[src/pfmg_map.svh]
// pfmg_map.svh: offsets, field positions and reset values of the
// multipurpose pin registers.
// assumes: 8-bit registers on an 8-bit register address, one clock.
//
// Operation
// - input-only pin disabled at enable bit 1 = 0, input function at 1.
// - in SPI mode input-only pin is chip select; its enable is ignored.
// - value bit 7 sets bidirectional pin A level when it is an output.
// - value bit 6 sets bidirectional pin B level when it is an output.
// - value bit 5 sets output-only pin level when it is an output.
// - read-only bits 3, 2, 1 return sampled A, B, input-only levels.
// - reserved bits read zero; software writes reserved bits with reset value.
// - bits 6-5 pick controller clock: off, pin A, pin B, input-only pin.
// - bits 4-2 pick primary second data input source; codes 6-7 reserved.
// - routing bit 1 picks dedicated or secondary bit clock for primary port.
// - routing bit 0 picks dedicated or secondary frame sync for primary port.
// - serial out function bits 7-4 reset to 5; 0 off, 1 in, 2 GPO.
// - codes 3, 4, 11 carry interrupt, PDM clock, general clock output.
// - codes 6-8 carry second/secondary data outputs; 9, 10 secondary clocks.
// - code 12 drives primary and secondary data outputs multiplexed.
// - code 13 reuses serial out pin as loopback serial data input.
// - serial out bit 3 is the level driven as general-purpose output.
// - drive bits 2-0 choose output style, reset 2; codes 6-7 reserved.
`ifndef PFMG_MAP_SVH
`define PFMG_MAP_SVH

// ====================================================================
// register offsets
`define PFMG_ADDR_IN_EN      8'h0d
`define PFMG_ADDR_VALUES     8'h0e
`define PFMG_ADDR_ROUTING    8'h0f
`define PFMG_ADDR_SOUT       8'h10

// ====================================================================
// reset values
`define PFMG_RST_IN_EN       8'h00
`define PFMG_RST_VALUES      8'h00
`define PFMG_RST_ROUTING     8'h00
`define PFMG_RST_SOUT        8'h52

// ====================================================================
// writable bit masks, reserved and read-only bits cleared
`define PFMG_WMASK_IN_EN     8'h02
`define PFMG_WMASK_VALUES    8'he0
`define PFMG_WMASK_ROUTING   8'h7f
`define PFMG_WMASK_SOUT      8'hff

// ====================================================================
// field positions
`define PFMG_IN_EN_BIT       1
`define PFMG_A_LVL_BIT       7
`define PFMG_B_LVL_BIT       6
`define PFMG_O_LVL_BIT       5
`define PFMG_A_MON_BIT       3
`define PFMG_B_MON_BIT       2
`define PFMG_I_MON_BIT       1
`define PFMG_CONTROLLER_CLOCK_HI         6
`define PFMG_CONTROLLER_CLOCK_LO         5
`define PFMG_DIN2_HI         4
`define PFMG_DIN2_LO         2
`define PFMG_BCLK_BIT        1
`define PFMG_FSYNC_BIT       0
`define PFMG_FN_HI           7
`define PFMG_FN_LO           4
`define PFMG_SLVL_BIT        3
`define PFMG_DRV_HI          2
`define PFMG_DRV_LO          0

// ====================================================================
// synchroniser lane positions for pin-level inputs
`define PFMG_SY_A            0
`define PFMG_SY_B            1
`define PFMG_SY_I            2
`define PFMG_SY_SOUT         3
`define PFMG_SY_PDIN         4
`define PFMG_SY_PBCLK        5
`define PFMG_SY_PFSYNC       6
`define PFMG_SY_SBCLK        7
`define PFMG_SY_SFSYNC       8
`define PFMG_SY_WIDTH        9

`endif

[src/pfmg_pkg.sv]
// pfmg_pkg.sv: types of the multipurpose pin block.
// assumes: pfmg_map.svh holds the register offsets, reset values, masks and field positions.
package pfmg_pkg;

  // serial out pin function codes
  typedef enum logic [3:0] {
    PFMG_FN_OFF      = 4'h0,
    PFMG_FN_INPUT    = 4'h1,
    PFMG_FN_GPO      = 4'h2,
    PFMG_FN_IRQ      = 4'h3,
    PFMG_FN_PDM_CLOCK_OUTPUT   = 4'h4,
    PFMG_FN_PDOUT    = 4'h5,
    PFMG_FN_PDOUT2   = 4'h6,
    PFMG_FN_SDOUT    = 4'h7,
    PFMG_FN_SDOUT2   = 4'h8,
    PFMG_FN_SBCLK    = 4'h9,
    PFMG_FN_SFSYNC   = 4'ha,
    PFMG_FN_GENERAL_CLOCK_OUTPUT   = 4'hb,
    PFMG_FN_MUXED    = 4'hc,
    PFMG_FN_LOOPBACK = 4'hd,
    PFMG_FN_RSVD_E   = 4'he,
    PFMG_FN_RSVD_F   = 4'hf
  } pfmg_sout_fn_e;

  // serial out pin drive styles
  typedef enum logic [2:0] {
    PFMG_DRV_HIZ       = 3'h0,
    PFMG_DRV_PUSHPULL  = 3'h1,
    PFMG_DRV_LOW_WEAKH = 3'h2,
    PFMG_DRV_LOW_HIZH  = 3'h3,
    PFMG_DRV_WEAKL_HI  = 3'h4,
    PFMG_DRV_HIZL_HI   = 3'h5,
    PFMG_DRV_RSVD_6    = 3'h6,
    PFMG_DRV_RSVD_7    = 3'h7
  } pfmg_drive_e;

  // whole state of the top module
  typedef struct packed {
    logic          in_pin_en;
    logic          a_lvl;
    logic          b_lvl;
    logic          o_lvl;
    logic [1:0]    controller_clock_src;
    logic [2:0]    din2_src;
    logic          bclk_src;
    logic          fsync_src;
    pfmg_sout_fn_e sout_fn;
    logic          sout_lvl;
    pfmg_drive_e   sout_drv;
    logic [7:0]    rdata;
    logic          a_pin;
    logic          a_oe;
    logic          b_pin;
    logic          b_oe;
    logic          o_pin;
    logic          o_oe;
    logic          s_pin;
    logic          s_oe;
    logic          s_weak;
    logic          controller_clock;
    logic          din2;
    logic          bclk;
    logic          fsync;
    logic          cs_n;
    logic          loop_din;
  } pfmg_state_s;

endpackage

[src/pfmg_pins_if.sv]
// pfmg_pins_if.sv: raw and synchronised pin levels between the
// synchroniser and the pin logic.
// assumes: widths from pfmg_map.svh.
`timescale 1ns/1ps
`include "pfmg_map.svh"

interface pfmg_pins_if;
  logic [`PFMG_SY_WIDTH-1:0] raw;
  logic [`PFMG_SY_WIDTH-1:0] synced;

  modport sync (input raw, output synced);
  modport core (output raw, input synced);
endinterface

[src/pfmg_sync.sv]
// pfmg_sync.sv: two-flop synchroniser, one lane per pin level.
// assumes: single clock, synchronous active-high reset.
`timescale 1ns/1ps

module pfmg_sync #(
  parameter int WIDTH = 9
) (
  input  wire logic ref_clk_in,
  input  wire logic reset_in,
  pfmg_pins_if.sync pins
);

  // elaboration check on lane count
  if (WIDTH < 1) begin : g_bad_width
    $error("pfmg_sync: WIDTH must be at least 1");
  end

  // first stage read only by second stage
  for (genvar i = 0; i < WIDTH; i++) begin : g_lane
    logic meta_reg;
    logic stable_reg;
    always_ff @(posedge ref_clk_in) begin
      if (reset_in) begin
        meta_reg   <= 1'b0;
        stable_reg <= 1'b0;
      end else begin
        meta_reg   <= pins.raw[i];
        stable_reg <= meta_reg;
      end
    end
    assign pins.synced[i] = stable_reg;
  end

endmodule

[src/pfmg_top.sv]
// pfmg_top.sv: multipurpose pin configuration, value and routing logic.
// assumes: register port driven by the control interface on the same
// clock; pin-level inputs are asynchronous; function selects of the
// bidirectional and output-only pins come from elsewhere.
`timescale 1ns/1ps
`include "pfmg_map.svh"

module pfmg_top (
  input  wire logic       ref_clk_in,
  input  wire logic       reset_in,
  // register port
  input  wire logic [7:0] reg_addr_in,
  input  wire logic       reg_wr_in,
  input  wire logic [7:0] reg_wdata_in,
  output wire logic [7:0] reg_rdata_out,
  // control interface mode
  input  wire logic       spi_mode_in,
  // function selects of pins configured elsewhere
  input  wire logic       bidir_a_is_gpo_in,
  input  wire logic       bidir_a_is_gpi_in,
  input  wire logic       bidir_b_is_gpo_in,
  input  wire logic       bidir_b_is_gpi_in,
  input  wire logic       output_only_is_gpo_in,
  // pins
  input  wire logic       bidir_pin_a_in,
  output wire logic       bidir_pin_a_out,
  output wire logic       bidir_pin_a_oe_out,
  input  wire logic       bidir_pin_b_in,
  output wire logic       bidir_pin_b_out,
  output wire logic       bidir_pin_b_oe_out,
  output wire logic       output_only_pin_out,
  output wire logic       output_only_pin_oe_out,
  input  wire logic       input_only_pin_in,
  input  wire logic       serial_out_pin_in,
  output wire logic       serial_out_pin_out,
  output wire logic       serial_out_pin_oe_out,
  output wire logic       serial_out_pin_weak_out,
  input  wire logic       primary_din_pin_in,
  input  wire logic       primary_bclk_pin_in,
  input  wire logic       primary_fsync_pin_in,
  input  wire logic       secondary_bclk_in,
  input  wire logic       secondary_fsync_in,
  // internal sources for the serial out pin
  input  wire logic       chip_irq_in,
  input  wire logic       pdm_clock_output_in,
  input  wire logic       general_clock_output_in,
  input  wire logic       primary_dout_in,
  input  wire logic       primary_dout2_in,
  input  wire logic       secondary_dout_in,
  input  wire logic       secondary_dout2_in,
  input  wire logic       secondary_bclk_gen_in,
  input  wire logic       secondary_fsync_gen_in,
  input  wire logic       muxed_pick_secondary_in,
  // routed signals
  output wire logic       chip_select_n_out,
  output wire logic       controller_clock_out,
  output wire logic       primary_second_din_out,
  output wire logic       primary_bclk_out,
  output wire logic       primary_fsync_out,
  output wire logic       loopback_din_out
);

  // ==================================================================
  // synchronised pin levels
  pfmg_pins_if pins ();

  assign pins.raw[`PFMG_SY_A]      = bidir_pin_a_in;
  assign pins.raw[`PFMG_SY_B]      = bidir_pin_b_in;
  assign pins.raw[`PFMG_SY_I]      = input_only_pin_in;
  assign pins.raw[`PFMG_SY_SOUT]   = serial_out_pin_in;
  assign pins.raw[`PFMG_SY_PDIN]   = primary_din_pin_in;
  assign pins.raw[`PFMG_SY_PBCLK]  = primary_bclk_pin_in;
  assign pins.raw[`PFMG_SY_PFSYNC] = primary_fsync_pin_in;
  assign pins.raw[`PFMG_SY_SBCLK]  = secondary_bclk_in;
  assign pins.raw[`PFMG_SY_SFSYNC] = secondary_fsync_in;

  // all pin inputs pass two flops before use
  pfmg_sync #(
    .WIDTH (`PFMG_SY_WIDTH)
  ) u_sync (
    .ref_clk_in (ref_clk_in),
    .reset_in   (reset_in),
    .pins       (pins)
  );

  // ==================================================================
  // state
  pfmg_pkg::pfmg_state_s state_reg;
  pfmg_pkg::pfmg_state_s state_next;

  // decoded pin conditions
  logic       in_only_active;
  logic       a_in_lvl;
  logic       b_in_lvl;
  logic       i_in_lvl;
  logic       sout_is_input;
  logic       fn_level;
  logic       fn_drives;
  logic [7:0] wr_val;

  // input-only pin usable as an input only outside SPI mode
  assign in_only_active = state_reg.in_pin_en & ~spi_mode_in;

  // monitor levels, zero when the pin is not an input
  assign a_in_lvl = bidir_a_is_gpi_in & pins.synced[`PFMG_SY_A];
  assign b_in_lvl = bidir_b_is_gpi_in & pins.synced[`PFMG_SY_B];
  assign i_in_lvl = in_only_active & pins.synced[`PFMG_SY_I];

  // serial out pin used as an input
  assign sout_is_input =
    (state_reg.sout_fn == pfmg_pkg::PFMG_FN_INPUT) ||
    (state_reg.sout_fn == pfmg_pkg::PFMG_FN_LOOPBACK);

  // ==================================================================
  // serial out pin function select
  always_comb begin
    fn_level  = 1'b0;
    fn_drives = 1'b1;
    case (state_reg.sout_fn)
      pfmg_pkg::PFMG_FN_GPO: begin
        fn_level = state_reg.sout_lvl;
      end
      pfmg_pkg::PFMG_FN_IRQ: begin
        fn_level = chip_irq_in;
      end
      pfmg_pkg::PFMG_FN_PDM_CLOCK_OUTPUT: begin
        fn_level = pdm_clock_output_in;
      end
      pfmg_pkg::PFMG_FN_PDOUT: begin
        fn_level = primary_dout_in;
      end
      pfmg_pkg::PFMG_FN_PDOUT2: begin
        fn_level = primary_dout2_in;
      end
      pfmg_pkg::PFMG_FN_SDOUT: begin
        fn_level = secondary_dout_in;
      end
      pfmg_pkg::PFMG_FN_SDOUT2: begin
        fn_level = secondary_dout2_in;
      end
      pfmg_pkg::PFMG_FN_SBCLK: begin
        fn_level = secondary_bclk_gen_in;
      end
      pfmg_pkg::PFMG_FN_SFSYNC: begin
        fn_level = secondary_fsync_gen_in;
      end
      pfmg_pkg::PFMG_FN_GENERAL_CLOCK_OUTPUT: begin
        fn_level = general_clock_output_in;
      end
      pfmg_pkg::PFMG_FN_MUXED: begin
        // one data line shared by both serial ports
        fn_level = muxed_pick_secondary_in ? secondary_dout_in
                                           : primary_dout_in;
      end
      default: begin
        // off, input, loopback input and reserved codes do not drive
        fn_drives = 1'b0;
      end
    endcase
  end

  // ==================================================================
  // register write data with reserved and read-only bits forced to zero
  always_comb begin
    wr_val = 8'h00;
    case (reg_addr_in)
      `PFMG_ADDR_IN_EN:   wr_val = reg_wdata_in & `PFMG_WMASK_IN_EN;
      `PFMG_ADDR_VALUES:  wr_val = reg_wdata_in & `PFMG_WMASK_VALUES;
      `PFMG_ADDR_ROUTING: wr_val = reg_wdata_in & `PFMG_WMASK_ROUTING;
      `PFMG_ADDR_SOUT:    wr_val = reg_wdata_in & `PFMG_WMASK_SOUT;
      default:            wr_val = 8'h00;
    endcase
  end

  // ==================================================================
  // next state
  always_comb begin
    state_next = state_reg;

    // register writes
    if (reg_wr_in) begin
      case (reg_addr_in)
        `PFMG_ADDR_IN_EN: begin
          state_next.in_pin_en = wr_val[`PFMG_IN_EN_BIT];
        end
        `PFMG_ADDR_VALUES: begin
          state_next.a_lvl = wr_val[`PFMG_A_LVL_BIT];
          state_next.b_lvl = wr_val[`PFMG_B_LVL_BIT];
          state_next.o_lvl = wr_val[`PFMG_O_LVL_BIT];
        end
        `PFMG_ADDR_ROUTING: begin
          state_next.controller_clock_src  = wr_val[`PFMG_CONTROLLER_CLOCK_HI:`PFMG_CONTROLLER_CLOCK_LO];
          state_next.din2_src  = wr_val[`PFMG_DIN2_HI:`PFMG_DIN2_LO];
          state_next.bclk_src  = wr_val[`PFMG_BCLK_BIT];
          state_next.fsync_src = wr_val[`PFMG_FSYNC_BIT];
        end
        `PFMG_ADDR_SOUT: begin
          state_next.sout_fn  = pfmg_pkg::pfmg_sout_fn_e'(
                                  wr_val[`PFMG_FN_HI:`PFMG_FN_LO]);
          state_next.sout_lvl = wr_val[`PFMG_SLVL_BIT];
          state_next.sout_drv = pfmg_pkg::pfmg_drive_e'(
                                  wr_val[`PFMG_DRV_HI:`PFMG_DRV_LO]);
        end
        default: begin
          state_next.in_pin_en = state_reg.in_pin_en;
        end
      endcase
    end

    // read data, reserved bits zero, unmapped addresses zero
    state_next.rdata = 8'h00;
    case (reg_addr_in)
      `PFMG_ADDR_IN_EN: begin
        state_next.rdata[`PFMG_IN_EN_BIT] = state_reg.in_pin_en;
      end
      `PFMG_ADDR_VALUES: begin
        state_next.rdata[`PFMG_A_LVL_BIT] = state_reg.a_lvl;
        state_next.rdata[`PFMG_B_LVL_BIT] = state_reg.b_lvl;
        state_next.rdata[`PFMG_O_LVL_BIT] = state_reg.o_lvl;
        state_next.rdata[`PFMG_A_MON_BIT] = a_in_lvl;
        state_next.rdata[`PFMG_B_MON_BIT] = b_in_lvl;
        state_next.rdata[`PFMG_I_MON_BIT] = i_in_lvl;
      end
      `PFMG_ADDR_ROUTING: begin
        state_next.rdata[`PFMG_CONTROLLER_CLOCK_HI:`PFMG_CONTROLLER_CLOCK_LO] = state_reg.controller_clock_src;
        state_next.rdata[`PFMG_DIN2_HI:`PFMG_DIN2_LO] = state_reg.din2_src;
        state_next.rdata[`PFMG_BCLK_BIT]  = state_reg.bclk_src;
        state_next.rdata[`PFMG_FSYNC_BIT] = state_reg.fsync_src;
      end
      `PFMG_ADDR_SOUT: begin
        state_next.rdata[`PFMG_FN_HI:`PFMG_FN_LO] = state_reg.sout_fn;
        state_next.rdata[`PFMG_SLVL_BIT]          = state_reg.sout_lvl;
        state_next.rdata[`PFMG_DRV_HI:`PFMG_DRV_LO] = state_reg.sout_drv;
      end
      default: begin
        state_next.rdata = 8'h00;
      end
    endcase

    // general-purpose output pins
    state_next.a_pin = state_reg.a_lvl & bidir_a_is_gpo_in;
    state_next.a_oe  = bidir_a_is_gpo_in;
    state_next.b_pin = state_reg.b_lvl & bidir_b_is_gpo_in;
    state_next.b_oe  = bidir_b_is_gpo_in;
    state_next.o_pin = state_reg.o_lvl & output_only_is_gpo_in;
    state_next.o_oe  = output_only_is_gpo_in;

    // serial out pin level and drive style
    state_next.s_pin  = fn_level;
    state_next.s_oe   = 1'b0;
    state_next.s_weak = 1'b0;
    if (fn_drives) begin
      case (state_reg.sout_drv)
        pfmg_pkg::PFMG_DRV_PUSHPULL: begin
          state_next.s_oe = 1'b1;
        end
        pfmg_pkg::PFMG_DRV_LOW_WEAKH: begin
          state_next.s_oe   = 1'b1;
          state_next.s_weak = fn_level;
        end
        pfmg_pkg::PFMG_DRV_LOW_HIZH: begin
          state_next.s_oe = ~fn_level;
        end
        pfmg_pkg::PFMG_DRV_WEAKL_HI: begin
          state_next.s_oe   = 1'b1;
          state_next.s_weak = ~fn_level;
        end
        pfmg_pkg::PFMG_DRV_HIZL_HI: begin
          state_next.s_oe = fn_level;
        end
        default: begin
          // high impedance and reserved codes
          state_next.s_oe = 1'b0;
        end
      endcase
    end

    // controller clock source
    case (state_reg.controller_clock_src)
      2'h1:    state_next.controller_clock = pins.synced[`PFMG_SY_A];
      2'h2:    state_next.controller_clock = pins.synced[`PFMG_SY_B];
      2'h3:    state_next.controller_clock = i_in_lvl;
      default: state_next.controller_clock = 1'b0;
    endcase

    // primary second data input source
    case (state_reg.din2_src)
      3'h1:    state_next.din2 = pins.synced[`PFMG_SY_A];
      3'h2:    state_next.din2 = pins.synced[`PFMG_SY_B];
      3'h3:    state_next.din2 = i_in_lvl;
      3'h4:    state_next.din2 = sout_is_input &
                                 pins.synced[`PFMG_SY_SOUT];
      3'h5:    state_next.din2 = pins.synced[`PFMG_SY_PDIN];
      default: state_next.din2 = 1'b0;
    endcase

    // primary port bit clock and frame sync
    state_next.bclk  = state_reg.bclk_src ? pins.synced[`PFMG_SY_SBCLK]
                                          : pins.synced[`PFMG_SY_PBCLK];
    state_next.fsync = state_reg.fsync_src ? pins.synced[`PFMG_SY_SFSYNC]
                                           : pins.synced[`PFMG_SY_PFSYNC];

    // chip select follows the input-only pin in SPI mode
    state_next.cs_n = spi_mode_in ? pins.synced[`PFMG_SY_I] : 1'b1;

    // loopback input from the serial out pin
    state_next.loop_din =
      (state_reg.sout_fn == pfmg_pkg::PFMG_FN_LOOPBACK) &
      pins.synced[`PFMG_SY_SOUT];
  end

  // ==================================================================
  // state register with reset values
  always_ff @(posedge ref_clk_in) begin
    if (reset_in) begin
      state_reg           <= '0;
      state_reg.in_pin_en <= 1'b0;
      state_reg.sout_fn   <= pfmg_pkg::pfmg_sout_fn_e'(
                               4'(`PFMG_RST_SOUT >> `PFMG_FN_LO));
      state_reg.sout_lvl  <= 1'b0;
      state_reg.sout_drv  <= pfmg_pkg::pfmg_drive_e'(
                               3'(`PFMG_RST_SOUT & 8'h07));
      state_reg.cs_n      <= 1'b1;
    end else begin
      state_reg <= state_next;
    end
  end

  // ==================================================================
  // outputs from the state register
  assign reg_rdata_out           = state_reg.rdata;
  assign bidir_pin_a_out         = state_reg.a_pin;
  assign bidir_pin_a_oe_out      = state_reg.a_oe;
  assign bidir_pin_b_out         = state_reg.b_pin;
  assign bidir_pin_b_oe_out      = state_reg.b_oe;
  assign output_only_pin_out     = state_reg.o_pin;
  assign output_only_pin_oe_out  = state_reg.o_oe;
  assign serial_out_pin_out      = state_reg.s_pin;
  assign serial_out_pin_oe_out   = state_reg.s_oe;
  assign serial_out_pin_weak_out = state_reg.s_weak;
  assign chip_select_n_out       = state_reg.cs_n;
  assign controller_clock_out    = state_reg.controller_clock;
  assign primary_second_din_out  = state_reg.din2;
  assign primary_bclk_out        = state_reg.bclk;
  assign primary_fsync_out       = state_reg.fsync;
  assign loopback_din_out        = state_reg.loop_din;

endmodule

[config.mk]
export PLATFORM = sky130hd
export DESIGN_NAME = pfmg_top
export DESIGN_NICKNAME = d
export VERILOG_FILES = /design/src/pfmg_pkg.sv /design/src/pfmg_pins_if.sv /design/src/pfmg_sync.sv /design/src/pfmg_top.sv
export VERILOG_INCLUDE_DIRS = /design/src
export SDC_FILE = /design/constraint.sdc
export NUM_CORES = 1
export LEC_CHECK = 0
export ABC_AREA = 1
export BUFFER_PORTS_ARGS = -buffer_cell sky130_fd_sc_hd__buf_2
export CAP_MARGIN = 20
export CORE_ASPECT_RATIO = 0.6
export CORE_MARGIN = 4
export CORE_UTILIZATION = 35
export CTS_BUF_LIST = sky130_fd_sc_hd__clkbuf_2 sky130_fd_sc_hd__clkbuf_4 sky130_fd_sc_hd__clkbuf_8
export DETAILED_ROUTE_END_ITERATION = 16
export PLACE_DENSITY_LB_ADDON = 0.25
export SLEW_MARGIN = 0
export SYNTH_ARGS = -nofsm -noshare
export SYNTH_HDL_FRONTEND = slang
export SYNTH_SLANG_ARGS = --single-unit
[constraint.sdc]
create_clock -name ref_clk_in -period 1.5 [get_ports ref_clk_in]
set_input_delay 0.15 -clock ref_clk_in [delete_from_list [all_inputs] [get_ports ref_clk_in]]
set_output_delay 0.15 -clock ref_clk_in [all_outputs]
set_load 0.02 [all_outputs]
# Yosys cells after proc, flatten, opt, wreduce, memory -nomap -nowiden
# Index checks and enable logic that the tools add are counted.
# Widths: inputs -> output; s select.
dict set report totals {
  regBits 60
  latchBits 0
  mem_bits_rw 0
  romBits 0
  input_bits 44
  output_inout_bits 23
  word_cells 112
  memories 0
}
dict set report classes {
  addsub 0
  mul 0
  n_div 0
  magnitude_cmp 0
  eq_ne 30
  n_shift 0
  muxes 16
  bitwise_logic 12
  n_reduce_logical 9
}
# op n
set op_table {}
lappend op_table {{$eq 4x4->1 const B} 6}
lappend op_table {{$eq 8x4->1 const B} 3}
lappend op_table {{$pmux 8 s3} 1}
lappend op_table {{$eq 4x3->1 const B} 4}
lappend op_table {{$eq 3x2->1 const B} 4}
lappend op_table {{$eq 3x3->1 const B} 4}
lappend op_table {{$pmux 2 s3} 2}
lappend op_table {{$pmux 1 s11} 1}
lappend op_table {{$reduce_or 11->1} 1}
lappend op_table {{$and 1x1->1} 9}
lappend op_table {{$eq 4x2->1 const B} 2}
lappend op_table {{$eq 8x5->1 const B} 1}
lappend op_table {{$pmux 1 s2} 4}
lappend op_table {{$reduce_and 2->1} 4}
lappend op_table {{$eq 3x1->1 const B} 2}
lappend op_table {{$pmux 1 s3} 2}
lappend op_table {{$pmux 1 s5} 1}
lappend op_table {{$eq 2x2->1 const B} 2}
lappend op_table {{$eq 4x1->1 const B} 1}
lappend op_table {{$mux 1} 4}
lappend op_table {{$pmux 1 s4} 1}
lappend op_table {{$reduce_or 2->1} 2}
lappend op_table {{$not 1->1} 3}
lappend op_table {{$reduce_or 3->1} 1}
lappend op_table {{other kinds (2)} 2}

# Logic depth before layout (Yosys ltp)
# Gate-level depths: netlist of the first run.
dict set report logic_depth {
  depth_word 5
  depth_mapped 12
  depth_no_buf 12
}

# Cells and area by module
# Synthesis of the first run repeated with hierarchy kept, for this count alone.
dict set report unflattened {
  cells_unflattened 341
  hier_area_um2 2555.0
}
# mod n_inst cells_per_inst area_per_inst_um2 seq_area_each_um2
set modules_own_cells {}
lappend modules_own_cells {pfmg_top 1 276 1965.6 840.8}
lappend modules_own_cells {pfmg_sync 1 65 589.3 360.3}

# Worst setup path after synthesis of the first run
# OpenSTA, ideal clock, no wires.
dict set report synth_timing {
  kind {flip-flop to flip-flop}
  startpoint {reg state_reg[28] in the netlist's numbering}
  endpoint {reg state_reg (netlist bit serial_out_pin_oe_out)}
  setup_time_ns 0.109
  arrival_time_ns 1.069
  required_time_ns 1.391
  path_slack_ns 0.322
  stages_incl_launch_ff 13
  path_buffers 1
  period_less_slack_ns 1.178
  path_cell_list {dfxtp_1 > buf_2 > inv_2 > nand3_1 > nand2_1 > nand2_1 > nand2_1 > nor2_2 > nand2_1 > nand2_1 > nand3_1 > nand2_1 > inv_1}
}
dict set report synth_via {
  elab_chain_len 5
  word_cells_on_any_way 18
  classes_between {eq/ne (11); mux (3); bitwise (2); reduce/logical (2)}
}
# item line_no
set synth_lines {}
lappend synth_lines {{start, declared} pfmg_top.sv:88} ;# pfmg_pkg::pfmg_state_s state_reg;
lappend synth_lines {{start signal, assigned} pfmg_top.sv:325} ;# state_reg <= state_next;
lappend synth_lines {{branches (longest 5 deep; another with $pmux 1 s11)} --}
# Parallel ways; which one is timed is not known.
# A chain may end at the register's enable or synchronous reset.

# Worst setup path in the final report of the first run
dict set report layout_timing {
  startpoint {reg state_reg[29] in the netlist's numbering}
  endpoint {reg state_reg (netlist bit serial_out_pin_weak_out)}
}
dict set report layout_via {
  elab_chain_len 5
  word_cells_on_any_way 18
  classes_between {eq/ne (11); mux (3); bitwise (2); reduce/logical (2)}
}
# item line_no
set layout_lines {}
lappend layout_lines {{$eq 4x4->1, or another cell as far along} pfmg_top.sv:119} ;# case (state_reg.sout_fn)
lappend layout_lines {{$reduce_or 11->1 (no source line)} --}
lappend layout_lines {{$mux 1} pfmg_top.sv:119}
lappend layout_lines {{$not 1->1 (no source line)} --}
lappend layout_lines {{$reduce_or 2->1 (no source line)} --}
# Parallel ways exist; a longest one is shown, timed or not.

==> flow_summary.rst, run 1 <==
.. list-table::
   :header-rows: 1

   * - Metric
     - Value
   * - Maximum number of pins on one net before global-route repair
     - 35
   * - RSZ-0062 raised after global routing
     - no
   * - WL final
     - slightly below 6000 um
   * - Kind of path behind the tightest hold check
     - input pin to flop
   * - Run status
     - completed
   * - Number of flip-flops under the largest register name
     - 19
   * - Actual slew at the worst max-slew pin
     - slightly above 0.5 ns
   * - GR Util All Layers
     - ~15%
   * - WL per Instance
     - 11.7 um
   * - Total gr overflow
     - 0
   * - Setup tns final
     - 0 ns
   * - Core region area
     - roughly 0.0067 mm^2
   * - CTS Root Buffer Type
     - sky130_fd_sc_hd__clkbuf_8
   * - Post-Place Cells
     - 472
   * - Critical path required time
     - around 1.7 ns
   * - Worst setup EP type
     - flop
   * - Clock latency at the later pin of the worst-skew pair
     - approximately 0.34 ns
   * - Max-slew violation count
     - 0
   * - Final Cycle Share
     - slightly below 90%
   * - CP Class
     - flop to flop
   * - Peak supply drop
     - around 0.63 mV
   * - Power share of the clock group
     - a little under half
   * - Clock Skew
     - 0.00904 ns
   * - Clock tree from TritonCTS
     - done
   * - Leading cell types in the layout, fill and taps excluded
     - 66 x sky130_fd_sc_hd__buf_2, 61 x sky130_fd_sc_hd__nand2_1, 57 x sky130_fd_sc_hd__dfxtp_1, 55 x sky130_fd_sc_hd__nor2_1, 52 x sky130_fd_sc_hd__inv_1
   * - CTS max path bufs
     - 2
   * - Static leakage
     - around 1.5 nW
   * - # Max-Cap Violations
     - 0
   * - Sequential power share
     - between 40% and 50%
   * - Max Clock Freq
     - between 700 and 800 MHz
   * - Core occupancy in the finished layout
     - 46.2%
   * - Cell variety after synth
     - 29
   * - DIE AREA
     - around 0.0084 mm^2
   * - Sequential fraction of the synthesis area
     - between 40% and 50%
   * - Number of antenna cells inserted
     - 0
   * - Number of global-route vias before repair
     - 1892
   * - P_int
     - 2.62 mW
   * - Via count
     - around 2.2k
   * - FF-to-FF setup slack
     - ~0.2 ns
   * - Post-synthesis instance total
     - 331
   * - Final min period
     - 1.31 ns
   * - Register area
     - 0.00120 mm^2
   * - Kind of cell with the highest combined delay on the critical path
     - simple AND/OR/NAND/NOR gates
   * - Area grow syn2layout
     - 27.9%
   * - Area of the multi-input gates
     - 893 um^2
   * - First DRT Iteration DRCs
     - around 180
   * - Placer Congestion
     - between 0.8 and 0.9
   * - Switching portion of total power
     - 22.6%
   * - Vias per cell
     - 4.35
   * - Net switching power
     - ~0.76 mW
   * - Clk sink count
     - 60
   * - Max FO, Critical Path
     - 5
   * - Total iterations of the first detailed-routing run
     - 4
   * - Worst EP arrival
     - roughly 1.5 ns
   * - Filler instances
     - around 690
   * - Leading cell type in the layout, fill and taps excluded
     - sky130_fd_sc_hd__buf_2
   * - DP Wirelength
     - about 4400 um
   * - Setup fix buffers added after clock tree synthesis
     - 0
   * - Floorplan die width
     - about 120 um
   * - Final Non-Filler Cells
     - ~500
   * - Total number of yosys warnings
     - 0
   * - CP bufs+invs
     - 3
   * - IO Count
     - 67
   * - Slew HR
     - 66.1%
   * - Register bit total from synthesis
     - 60
   * - Deepest level of the CTS H-tree
     - 3
   * - Power per Cell Area
     - ~1100 mW/mm^2
   * - Number of antenna violations at the first check in global routing
     - 0
   * - Startpoint type of the worst setup path
     - flop
   * - Number of nets at the end of the flow
     - 448
   * - Critical path cell sequence
     - inv_1 -> nor2_2 -> nand2_1 -> nand2_1 -> inv_1 -> nand2_1 -> nand2_1 -> nand2_1 -> inv_1 -> nand2_1 -> a21oi_2
   * - Dominant cell type by count on the critical path
     - sky130_fd_sc_hd__nand2_1
   * - Share of cells above drive strength 1
     - between 20% and 30%
   * - Die outline height
     - approximately 72 um
   * - Fraction of power consumed by combinational cells
     - 6.2%
   * - Initial core utilization
     - around 36%
   * - Synthesized netlist net count
     - between 300 and 400
   * - Library cell contributing the largest single delay on the critical path
     - sky130_fd_sc_hd__dfxtp_1
   * - Std cell rows
     - 23
   * - Final setup viols
     - 0
   * - Syn_area_per_cell
     - 7.31 um^2
   * - Post-synthesis cell area
     - 0.00242 mm^2
   * - Clock Pin Slew Worst Setup and Hold Paths
     - about 0.070 ns
   * - Antenna Violating Nets Remaining
     - 0
   * - Total clock buffers created by CTS
     - 9
   * - DRC violations left
     - 0
   * - Worst stage delay on the critical path
     - roughly 0.39 ns
   * - Count of final hold-check violations
     - 0
   * - First-pass GRT wire length
     - about 9300 um
   * - Number of I/O port buffers
     - 66
-- worst paths after layout --
kind	start	endpoint	cells after the start
setup / recovery	state_reg[29]$_SDFFE_PP1P_	serial_out_pin_weak_out$_SDFF_PP0_	11
hold / removal	secondary_bclk_in	u_sync.g_lane[7].meta_reg$_SDFF_PP0_	3
setup reg to reg	state_reg[29]$_SDFFE_PP1P_	serial_out_pin_weak_out$_SDFF_PP0_	11
hold reg to reg	u_sync.g_lane[5].meta_reg$_SDFF_PP0_	u_sync.g_lane[5].stable_reg$_SDFF_PP0_	2
-- cell type report --
class	instances	area share [%]
clock buffers	12	5.34
clock inverters	3	1.46
inverters	58	7.03
multi-input cells	196	28.9
flip-flops and latches	60	38.9
well taps	87	3.52
repair buffers	79	14.9
-- cell usage after synthesis --
master	n	area, um^2
sky130_fd_sc_hd__a31oi_1	1	6.26
sky130_fd_sc_hd__o21ai_1	6	30.0
sky130_fd_sc_hd__clkbuf_1	5	18.8
sky130_fd_sc_hd__o21a_1	1	7.51
sky130_fd_sc_hd__dfxtp_1	60	1200
sky130_fd_sc_hd__nand4_1	1	6.26
sky130_fd_sc_hd__o21ai_0	11	55.1
sky130_fd_sc_hd__nor3_1	9	45.0
sky130_fd_sc_hd__buf_2	2	10.0
sky130_fd_sc_hd__nand3_1	18	90.1
sky130_fd_sc_hd__o2111ai_1	1	8.76
sky130_fd_sc_hd__a21oi_1	12	60.1
sky130_fd_sc_hd__inv_2	5	18.8
sky130_fd_sc_hd__o211ai_1	7	52.6
sky130_fd_sc_hd__and3b_1	1	8.76
sky130_fd_sc_hd__nor3_2	1	10.0
sky130_fd_sc_hd__nand2_1	61	229
sky130_fd_sc_hd__clkinv_1	1	3.75
sky130_fd_sc_hd__a21oi_2	1	8.76
sky130_fd_sc_hd__buf_4	8	60.1
sky130_fd_sc_hd__nand2_2	1	6.26
sky130_fd_sc_hd__nor2_2	2	12.5
sky130_fd_sc_hd__buf_6	2	22.5
sky130_fd_sc_hd__inv_1	52	195
sky130_fd_sc_hd__nand3b_1	1	7.51
sky130_fd_sc_hd__o22ai_1	1	6.26
sky130_fd_sc_hd__nor4_1	2	12.5
sky130_fd_sc_hd__o32ai_1	2	17.5
sky130_fd_sc_hd__nor2_1	56	210
-- cell families (layout without fill, tap and decap cells) --
group	Yosys count	count (layout)	share of synthesized area (%)
buffers and inverters	75	152	13.6
AOI/OAI and AO/OA	43	43	10.4
and+or+nand+nor	153	153	26.4
DFF	60	60	49.6
-- what timing repair did --
| action | 4_1_cts | 5_1_grt |
|---|---|---|
| hold buffers | 8 | 0 |
| endpoints found under the setup margin | 0 | 2 |
| resized for setup | 0 | 4 |
| hold endpoints to repair | 8 | 0 |
-- power groups by stage --
stage	Combinational (mW)	Clock [mW]	Sequential [mW]
global placement	0.194	0	1.67
floorplan	0.0779	0	1.69
CTS	0.211	1.57	1.64
finish	0.210	1.53	1.64
global route	0.236	1.64	1.64
detailed placement	0.195	0	1.67
-- metrics by stage --
stage,setup WS [ns],hold slack [ns],power (mW),instance area (um^2)
after global placement,0.0923,0.348,1.87,2800
final,0.195,0.0167,3.38,3100
after floorplan,0.322,0.233,1.77,2420
after detailed placement,0.0794,0.355,1.87,2800
after global routing,0.00933,0.00912,3.52,3100
after CTS,0.138,0.00274,3.42,3090
-- worst register-to-register path: stages (launching register included) --
cell and delay [ns]:
sky130_fd_sc_hd__dfxtp_1 0.39, sky130_fd_sc_hd__inv_1 0.12, sky130_fd_sc_hd__nor2_2 0.14, sky130_fd_sc_hd__nand2_1 0.06
sky130_fd_sc_hd__nand2_1 0.05, sky130_fd_sc_hd__inv_1 0.03, sky130_fd_sc_hd__nand2_1 0.04, sky130_fd_sc_hd__nand2_1 0.06
sky130_fd_sc_hd__nand2_1 0.11, sky130_fd_sc_hd__inv_1 0.06, sky130_fd_sc_hd__nand2_1 0.07, sky130_fd_sc_hd__a21oi_2 0.05
-- layer usage --
layer | global-route usage (%) | up-vias | routed length, um
met5 | 0 | - | 0
met4 | 5.08 | 0 | 53
met3 | 6.08 | 7 | 460
met2 | 19.6 | 65 | 2290
met1 | 21.0 | 914 | 2990
li1 | - | 1169 | -
Power figures use the tool's default switching activity.
==> run 2: changes to the inputs <==
--- a/config.mk
+++ b/config.mk
@@ -6,7 +6,6 @@
 export SDC_FILE = /design/constraint.sdc
 export NUM_CORES = 1
 export LEC_CHECK = 0
-export ABC_AREA = 1
 export BUFFER_PORTS_ARGS = -buffer_cell sky130_fd_sc_hd__buf_2
 export CAP_MARGIN = 20
 export CORE_ASPECT_RATIO = 0.6
==> run 2 against run 1 <==
  * The run now ends with negative setup slack left
  * Setup slack got worse by 0.31 ns
  * Synthesized cell count fell by 23%
  * Sequential power is essentially flat
  * Sequential share of layout area down 1.0 points
==> flow_summary.rst, run 2 <==
.. list-table::
   :header-rows: 1

   * - Metric
     - Value
   * - Deepest level of the CTS H-tree
     - 3 (unchanged)
   * - Peak supply drop
     - 0.540 mV (-15%)
   * - Syn_area_per_cell
     - 9.35 um^2 (+28%)
   * - Final setup viols
     - 2 (+2)
   * - Setup tns final
     - -0.221 ns (-0.221 ns)
   * - Vias per cell
     - 4.75 (+9.1%)
   * - Cell variety after synth
     - 44 (+52%)
   * - Max-slew violation count
     - 0 (unchanged)
   * - Floorplan die width
     - 114 um (-0.89%)
   * - Clock Skew
     - 0.00925 ns (+0.000212 ns)
   * - Failing checks
     - negative setup slack
   * - DP Wirelength
     - 4420 um (+1.2%)
   * - Number of flip-flops under the largest register name
     - 19 (unchanged)
   * - Total clock buffers created by CTS
     - 9 (unchanged)
   * - Leading cell type in the layout, fill and taps excluded
     - sky130_fd_sc_hd__buf_2
   * - RSZ-0062 raised after global routing
     - yes
   * - Post-synthesis instance total
     - 254 (-23%)
   * - Die outline height
     - 71.8 um (-0.86%)
   * - Number of antenna violations at the first check in global routing
     - 0 (unchanged)
   * - Via count
     - 2028 (-5.9%)
   * - DIE AREA
     - 0.00821 mm^2 (-1.7%)
   * - Register bit total from synthesis
     - 60 (unchanged)
   * - Synthesized netlist net count
     - 298 (-21%)
   * - Area grow syn2layout
     - 34.3%
   * - Top cells by area in the synthesized netlist
     - sky130_fd_sc_hd__dfxtp_1 51%, sky130_fd_sc_hd__nor2b_1 5.8%, sky130_fd_sc_hd__a21oi_1 4.4%
   * - GR Util All Layers
     - 15.4% (+0.76 points)
   * - WL per Instance
     - 14.2 um (+22%)
   * - Setup slack of the critical path after layout
     - -0.115 ns (-0.310 ns)
   * - Worst hold margin
     - 0.0289 ns (+0.0121 ns)
   * - Maximum number of pins on one net before global-route repair
     - 52 (+49%)
   * - Final min period
     - 1.61 ns (+0.310 ns)
   * - Power per Cell Area
     - 1040 mW/mm^2 (-4.4%)
   * - First DRT Iteration DRCs
     - 125 (-31%)
   * - IO Count
     - 67 (unchanged)
   * - FF-to-FF setup slack
     - -0.11 ns (-0.31 ns)
   * - Critical path cell sequence
     - mux2_4 -> a31oi_4 -> a32oi_2 -> o311a_1 -> a2111oi_4
   * - Core occupancy in the finished layout
     - 50.4% (+4.2 points)
   * - Number of enable flip-flop cells after synthesis
     - 0 (unchanged)
   * - Total iterations of the first detailed-routing run
     - 4 (unchanged)
   * - Core region area
     - 0.00633 mm^2 (-5.6%)
   * - Count of final hold-check violations
     - 0 (unchanged)
   * - Run status
     - finished with violations
   * - Leading cell types in the layout, fill and taps excluded
     - 66 x sky130_fd_sc_hd__buf_2, 56 x sky130_fd_sc_hd__dfxtp_1, 28 x sky130_fd_sc_hd__nand2_1, 26 x sky130_fd_sc_hd__buf_4, 22 x sky130_fd_sc_hd__nor2b_1
   * - Max Clock Freq
     - 619 MHz (-19%)
   * - Static leakage
     - 1.35 nW (-12%)
   * - First-pass GRT wire length
     - 9830 um (+5.4%)
   * - Fraction of synthesis flops using an asynchronous set or reset pin
     - 0% (unchanged)
   * - CTS Root Buffer Type
     - sky130_fd_sc_hd__clkbuf_8
   * - Number of antenna cells inserted
     - 0 (unchanged)
   * - WL final
     - 6080 um (+5.0%)
   * - DRC violations left
     - 0 (unchanged)
   * - # Max-Cap Violations
     - 0 (unchanged)
   * - Max FO, Critical Path
     - 4 (-1)
   * - Slew HR
     - 75.2% (+9.1 points)
   * - Share of cells above drive strength 1
     - 39.4% (+15 points)
   * - Library cell contributing the largest single delay on the critical path
     - sky130_fd_sc_hd__dfxtp_2
   * - Number of global-route vias before repair
     - 1896 (+0.21%)
   * - Final Cycle Share
     - 108% (+21 points)
   * - Most frequently used cell type in the post-synthesis netlist
     - sky130_fd_sc_hd__dfxtp_1
   * - Dominant register cell in the synthesized netlist
     - sky130_fd_sc_hd__dfxtp_1
   * - Clock Pin Slew Worst Setup and Hold Paths
     - 0.07 ns (about the same)
   * - Kind of path behind the tightest hold check
     - input pin to flop
   * - Top cell type's share of synthesized area
     - 50.6% (+0.97 points)
   * - Number of nets at the end of the flow
     - 382 (-15%)
   * - Placer Congestion
     - 0.796 (-1.8%)
   * - Startpoint type of the worst setup path
     - flop
   * - Std cell rows
     - 22 (-4.3%)
   * - Worst EP arrival
     - 1.85 ns (+0.33 ns)
   * - CTS max path bufs
     - 2 (unchanged)
   * - Total number of yosys warnings
     - 0 (unchanged)
   * - Clock tree from TritonCTS
     - done
   * - Worst stage delay on the critical path
     - 0.35 ns (-0.04 ns)
   * - Number of I/O port buffers
     - 66 (unchanged)
   * - Actual slew at the worst max-slew pin
     - 0.370 ns (-0.133 ns)
   * - Clk sink count
     - 60 (unchanged)
   * - CP Class
     - flop to flop
   * - Leading area contributor after synthesis
     - sky130_fd_sc_hd__dfxtp_1
   * - Worst setup EP type
     - flop
   * - Post-synthesis cell area
     - 0.00237 mm^2 (-1.9%)
   * - Antenna Violating Nets Remaining
     - 0 (unchanged)
   * - Synth top cells by count
     - 60 x sky130_fd_sc_hd__dfxtp_1, 28 x sky130_fd_sc_hd__nand2_1, 22 x sky130_fd_sc_hd__nor2b_1, 21 x sky130_fd_sc_hd__a21oi_1, 18 x sky130_fd_sc_hd__nand3_1
   * - Critical path required time
     - 1.74 ns (+0.02 ns)
   * - Post-Place Cells
     - 408 (-14%)
   * - Total gr overflow
     - 0 (unchanged)
   * - Sequential fraction of the synthesis area
     - 50.6% (+0.97 points)
   * - Final Non-Filler Cells
     - 427 (-14%)
   * - Initial core utilization
     - 37.5% (+1.4 points)
   * - Clock latency at the later pin of the worst-skew pair
     - 0.33 ns (about the same)
run 2: changes by cell type after synthesis, moves of 5 or more:
cell,change
sky130_fd_sc_hd__a21oi_1,+9
sky130_fd_sc_hd__inv_1,-49
sky130_fd_sc_hd__o21ai_1,-6
sky130_fd_sc_hd__inv_2,-5
sky130_fd_sc_hd__nor2b_1,+22
sky130_fd_sc_hd__o211ai_1,-7
sky130_fd_sc_hd__nor2_1,-42
sky130_fd_sc_hd__o21ai_0,-8
sky130_fd_sc_hd__nand2_1,-33
run 2: metrics by stage:
stage	instance area [um^2]	power [mW]	worst slack, ns
6_report	3190	3.33	-0.115
5_1_grt	3190	3.47	-0.215
4_1_cts	3160	3.37	-0.108
3_5_place_dp	2890	1.88	-0.200
3_3_place_gp	2890	1.88	-0.162
2_1_floorplan	2380	1.77	-0.159
run 2: metal layers:
metal	GRT usage (%)	vias to the layer above	part of all wire, %
met1	23.9	890	53
met3	5.23	4	9.0
met2	19.3	77	37
met5	0	-	0
li1	-	1057	-
met4	5.14	0	0.72
run 2: final timing paths:
kind	startpoint	endpoint	depth (start not counted)
worst min register to register	u_sync.g_lane[2].meta_reg$_SDFF_PP0_	u_sync.g_lane[2].stable_reg$_SDFF_PP0_	1
worst max register to register	state_reg[27]$_SDFFE_PP1P_	serial_out_pin_oe_out$_SDFF_PP0_	5
worst min-delay path	secondary_fsync_in	u_sync.g_lane[8].meta_reg$_SDFF_PP0_	2
worst max-delay path	state_reg[27]$_SDFFE_PP1P_	serial_out_pin_oe_out$_SDFF_PP0_	5
run 2: where the power goes:
part	leakage, nW	switching [mW]	total, mW	internal (mW)
combinational	0.753	0.111	0.218	0.106
sequential	0.490	0.0101	1.64	1.63
clock	0.106	0.604	1.47	0.870
run 2: timing repair:
item                                    in CTS  in global routing
endpoints found under the setup margin       4                  3
hold endpoints to repair                     1                  0
pin swaps                                    2                  0
hold buffers                                 1                  0
gates resized for setup                     10                  4
setup buffers                                1                  1
run 2: worst max-delay path, delay by kind of cell (launching register included):
| family | cells | cell delay [ns] |
|---|---|---|
| AOI/OAI and AO/OA | 4 | 0.87 |
| DFF | 1 | 0.35 |
| muxes | 1 | 0.32 |
run 2: final cells by class:
| class | count | area (um^2) |
|---|---|---|
| clock inverter | 4 | 47.5 |
| fill | 637 | 3140 |
| timing repair buffer | 95 | 561 |
| tap | 84 | 105 |
| clock buffer | 12 | 159 |
| multi-input combinational | 169 | 1100 |
| inverter | 3 | 11.3 |
| sequential | 60 | 1210 |
run 2: cell families (layout without fill, tap and decap cells):
kind of cell | Yosys count | count (layout) | synth area share (%)
muxes | 9 | 9 | 4.21
DFF | 60 | 60 | 50.6
AOI/OAI and AO/OA | 42 | 42 | 11.7
xor gates and xnor gates | 1 | 1 | 0.369
and+or+nand+nor | 117 | 117 | 27.2
buffers and inverters | 25 | 114 | 5.85
==> run 3: changes to the inputs <==
--- a/config.mk
+++ b/config.mk
@@ -9,10 +9,11 @@
 export BUFFER_PORTS_ARGS = -buffer_cell sky130_fd_sc_hd__buf_2
 export CAP_MARGIN = 20
 export CORE_ASPECT_RATIO = 0.6
-export CORE_MARGIN = 4
-export CORE_UTILIZATION = 35
+export CORE_MARGIN = 2
+export CORE_UTILIZATION = 53
 export CTS_BUF_LIST = sky130_fd_sc_hd__clkbuf_2 sky130_fd_sc_hd__clkbuf_4 sky130_fd_sc_hd__clkbuf_8
 export DETAILED_ROUTE_END_ITERATION = 16
+export MAX_ROUTING_LAYER = met4
 export PLACE_DENSITY_LB_ADDON = 0.25
 export SLEW_MARGIN = 0
 export SYNTH_ARGS = -nofsm -noshare
==> run 3 against run 2 <==
  * The run still ends with negative setup slack left
  * Non-clock buffer count did not move
  * Sequential cell count did not move
  * Final area rose by 0.78%
  * Global-route usage rose by 8.7 points
  * Clock power rose by 9.5%
  * Critical path depth did not move
  * Cell count fell by 5.6%
  * Maximum frequency fell by 4.2%
  * Combinational power rose by 3%
  * Routed wire length fell by 1.8%
  * Core utilization rose by 26 points
  * Largest power group unchanged
==> flow_summary.rst, run 3 (synthesis gave the netlist of run 2 again) <==
.. list-table::
   :header-rows: 1

   * - Metric
     - Value
   * - Area after DPL
     - 0.00286 mm^2 (-1.0%)
   * - Startpoint type of the worst setup path
     - flop
   * - Dominant cell type by count on the critical path
     - sky130_fd_sc_hd__mux2_4
   * - Worst hold path cell count
     - 2 (unchanged)
   * - Max FO, Critical Path
     - 5 (+1)
   * - Antenna Violating Nets Remaining
     - 0 (unchanged)
   * - Clock latency at the later pin of the worst-skew pair
     - 0.34 ns (about the same)
   * - Hold worst-path end
     - u_sync.g_lane[5].meta_reg$_SDFF_PP0_
   * - Static leakage
     - 1.36 nW (+0.76%)
   * - Total clock buffers created by CTS
     - 9 (unchanged)
   * - Clock Skew
     - 0.00531 ns (-0.00394 ns)
   * - Worst flop-to-flop path endpoint
     - serial_out_pin_weak_out$_SDFF_PP0_
   * - Worst stage delay on the critical path
     - 0.37 ns (+0.02 ns)
   * - IO Count
     - 67 (unchanged)
   * - Cell count of the worst reg-to-reg path
     - 5 (unchanged)
   * - Critical path required time
     - 1.72 ns (-0.02 ns)
   * - Total gr overflow
     - 0 (unchanged)
   * - Core region area
     - 0.00421 mm^2 (-33%)
   * - CTS Root Buffer Type
     - sky130_fd_sc_hd__clkbuf_8
   * - Total iterations of the first detailed-routing run
     - 5 (+1)
   * - Setup slack of the critical path after layout
     - -0.186 ns (-0.0706 ns)
   * - Worst EP arrival
     - 1.91 ns (+0.06 ns)
   * - DRC violations left
     - 0 (unchanged)
   * - Leading cell types in the layout, fill and taps excluded
     - 66 x sky130_fd_sc_hd__buf_2, 56 x sky130_fd_sc_hd__dfxtp_1, 28 x sky130_fd_sc_hd__nand2_1, 24 x sky130_fd_sc_hd__buf_4, 22 x sky130_fd_sc_hd__nor2b_1
   * - Power per Cell Area
     - 1080 mW/mm^2 (+3.4%)
   * - Final Non-Filler Cells
     - 403 (-5.6%)
   * - Number of nets at the end of the flow
     - 382 (unchanged)
   * - Max-slew violation count
     - 0 (unchanged)
   * - Worst setup EP type
     - flop
   * - Final design instance area without fill
     - 0.00321 mm^2 (+0.78%)
   * - WL final
     - 5970 um (-1.8%)
   * - Critical path cell sequence
     - mux2_4 -> a31oi_4 -> a32oi_4 -> nor3_4 -> mux2_4
   * - Final setup viols
     - 3 (+1)
   * - Leading cell type in the layout, fill and taps excluded
     - sky130_fd_sc_hd__buf_2
   * - Clk sink count
     - 60 (unchanged)
   * - Share of cells above drive strength 1
     - 39.7% (+0.29 points)
   * - Floorplan die width
     - 90.4 um (-21%)
   * - WL per Instance
     - 14.8 um (+4.1%)
   * - Library cell contributing the largest single delay on the critical path
     - sky130_fd_sc_hd__dfxtp_4
   * - Clock tree from TritonCTS
     - done
   * - Via count
     - 2173 (+7.1%)
   * - Deepest level of the CTS H-tree
     - 3 (unchanged)
   * - Slew HR
     - 75.1% (-0.079 points)
   * - GR Util All Layers
     - 24.1% (+8.7 points)
   * - Area grow syn2layout
     - 35.4%
   * - Number of antenna cells inserted
     - 0 (unchanged)
   * - Count of final hold-check violations
     - 0 (unchanged)
   * - FF-to-FF setup slack
     - -0.19 ns (-0.07 ns)
   * - DIE AREA
     - 0.00505 mm^2 (-38%)
   * - Failing checks
     - negative setup slack
   * - Number of flip-flops under the largest register name
     - 19 (unchanged)
   * - Max Clock Freq
     - 593 MHz (-4.2%)
   * - Placer Congestion
     - 0.831 (+4.5%)
   * - Final min period
     - 1.69 ns (+0.0706 ns)
   * - Worst hold path startpoint
     - primary_bclk_pin_in
   * - Std cell rows
     - 18 (-18%)
   * - Clock Pin Slew Worst Setup and Hold Paths
     - 0.07 ns (about the same)
   * - Initial core utilization
     - 56.4% (+19 points)
   * - CP Class
     - flop to flop
   * - First DRT Iteration DRCs
     - 213 (+70%)
   * - Die outline height
     - 55.9 um (-22%)
   * - Startpoint of the lowest-slack register-to-register path
     - state_reg[27]$_SDFFE_PP1P_
   * - First-pass GRT wire length
     - 9050 um (-7.9%)
   * - DP Wirelength
     - 3960 um (-10%)
   * - RSZ-0062 raised after global routing
     - yes
   * - Kind of path behind the tightest hold check
     - input pin to flop
   * - Vias per cell
     - 5.39 (+14%)
   * - Final Cycle Share
     - 112% (+4.7 points)
   * - Number of I/O port buffers
     - 66 (unchanged)
   * - Number of global-route vias before repair
     - 1887 (-0.47%)
   * - Maximum number of pins on one net before global-route repair
     - 52 (unchanged)
   * - Run status
     - finished with violations
   * - Peak supply drop
     - 1.15 mV (+110%)
   * - Post-Place Cells
     - 384 (-5.9%)
   * - Number of antenna violations at the first check in global routing
     - 0 (unchanged)
   * - Actual slew at the worst max-slew pin
     - 0.370 ns (-0.000494 ns)
   * - CTS max path bufs
     - 2 (unchanged)
   * - # Max-Cap Violations
     - 0 (unchanged)
[run 3: cell count changes in the layout (fill, tap and decap cells not counted), sizes merged]
cell | before | now
buf | 93 | 94
clkbuf | 13 | 10
bufinv | 1 | 2
inv | 3 | 4
[run 3: timing repair]
action	CTS	global route
pin swaps	4	5
hold endpoints to repair	1	0
hold buffers	1	0
buffers inserted	0	2
endpoints found under the setup margin	3	4
gates resized for setup	12	9
[run 3: worst max-delay path by stage]
| stage | cells past startpoint | startpoint | slack [ns] | to |
|---|---|---|---|---|
| final | 5 | state_reg[27]$_SDFFE_PP1P_ | -0.19 | serial_out_pin_weak_out$_SDFF_PP0_ |
| after detailed placement | 5 | state_reg[27]$_SDFFE_PP1P_ | -0.22 | serial_out_pin_weak_out$_SDFF_PP0_ |
| after floorplan | 6 | state_reg[27]$_SDFFE_PP1P_ | -0.16 | serial_out_pin_weak_out$_SDFF_PP0_ |
| after global placement | 5 | state_reg[27]$_SDFFE_PP1P_ | -0.15 | serial_out_pin_weak_out$_SDFF_PP0_ |
| after CTS | 5 | state_reg[27]$_SDFFE_PP1P_ | -0.13 | serial_out_pin_weak_out$_SDFF_PP0_ |
| after global routing | 5 | state_reg[27]$_SDFFE_PP1P_ | -0.25 | serial_out_pin_weak_out$_SDFF_PP0_ |
[run 3: final cells by class]
cell class | instances | area [um^2]
Sequential cell | 60 | 1210
Multi-Input combinational cell | 169 | 1110
Fill cell | 304 | 997
Timing Repair Buffer | 95 | 583
Clock buffer | 10 | 138
Clock inverter | 6 | 86.3
Tap cell | 60 | 75.1
Inverter | 3 | 11.3
[run 3: where the power goes]
| group | switching (mW) | internal (mW) |
|---|---|---|
| logic | 0.114 | 0.109 |
| clock network | 0.633 | 0.979 |
| registers | 0.0105 | 1.62 |
[run 3: metrics by stage]
step / util [%] / worst slack [ns] / power (mW) / hold WS (ns) / setup TNS [ns]
4_1_cts: 74.7 / -0.126 / 3.48 / 0.00359 / -0.236
3_5_place_dp: 67.9 / -0.222 / 1.88 / 0.334 / -1.12
2_1_floorplan: - / -0.159 / 1.77 / 0.212 / -0.291
6_report: 76.3 / -0.186 / 3.47 / 0.0181 / -0.356
3_3_place_gp: 67.9 / -0.152 / 1.87 / 0.331 / -0.812
5_1_grt: 76.3 / -0.246 / 3.60 / 0.0147 / -0.622
[run 3: worst max-delay path, delay by kind of cell, from the launching register on]
kind | cells | cell delay [ns]
flip-flops | 1 | 0.37
multiplexers | 2 | 0.62
AO/OA/AOI/OAI | 2 | 0.35
AND/OR/NAND/NOR | 1 | 0.23
[run 3: routing by layer]
metal / routed length, um / track usage [%] / vias to the layer above
met4: 95 / 9.01 / 0
met1: 2760 / 33.4 / 988
met5: 0 / - / -
li1: - / - / 1055
met2: 2590 / 31.9 / 118
met3: 529 / 8.94 / 12
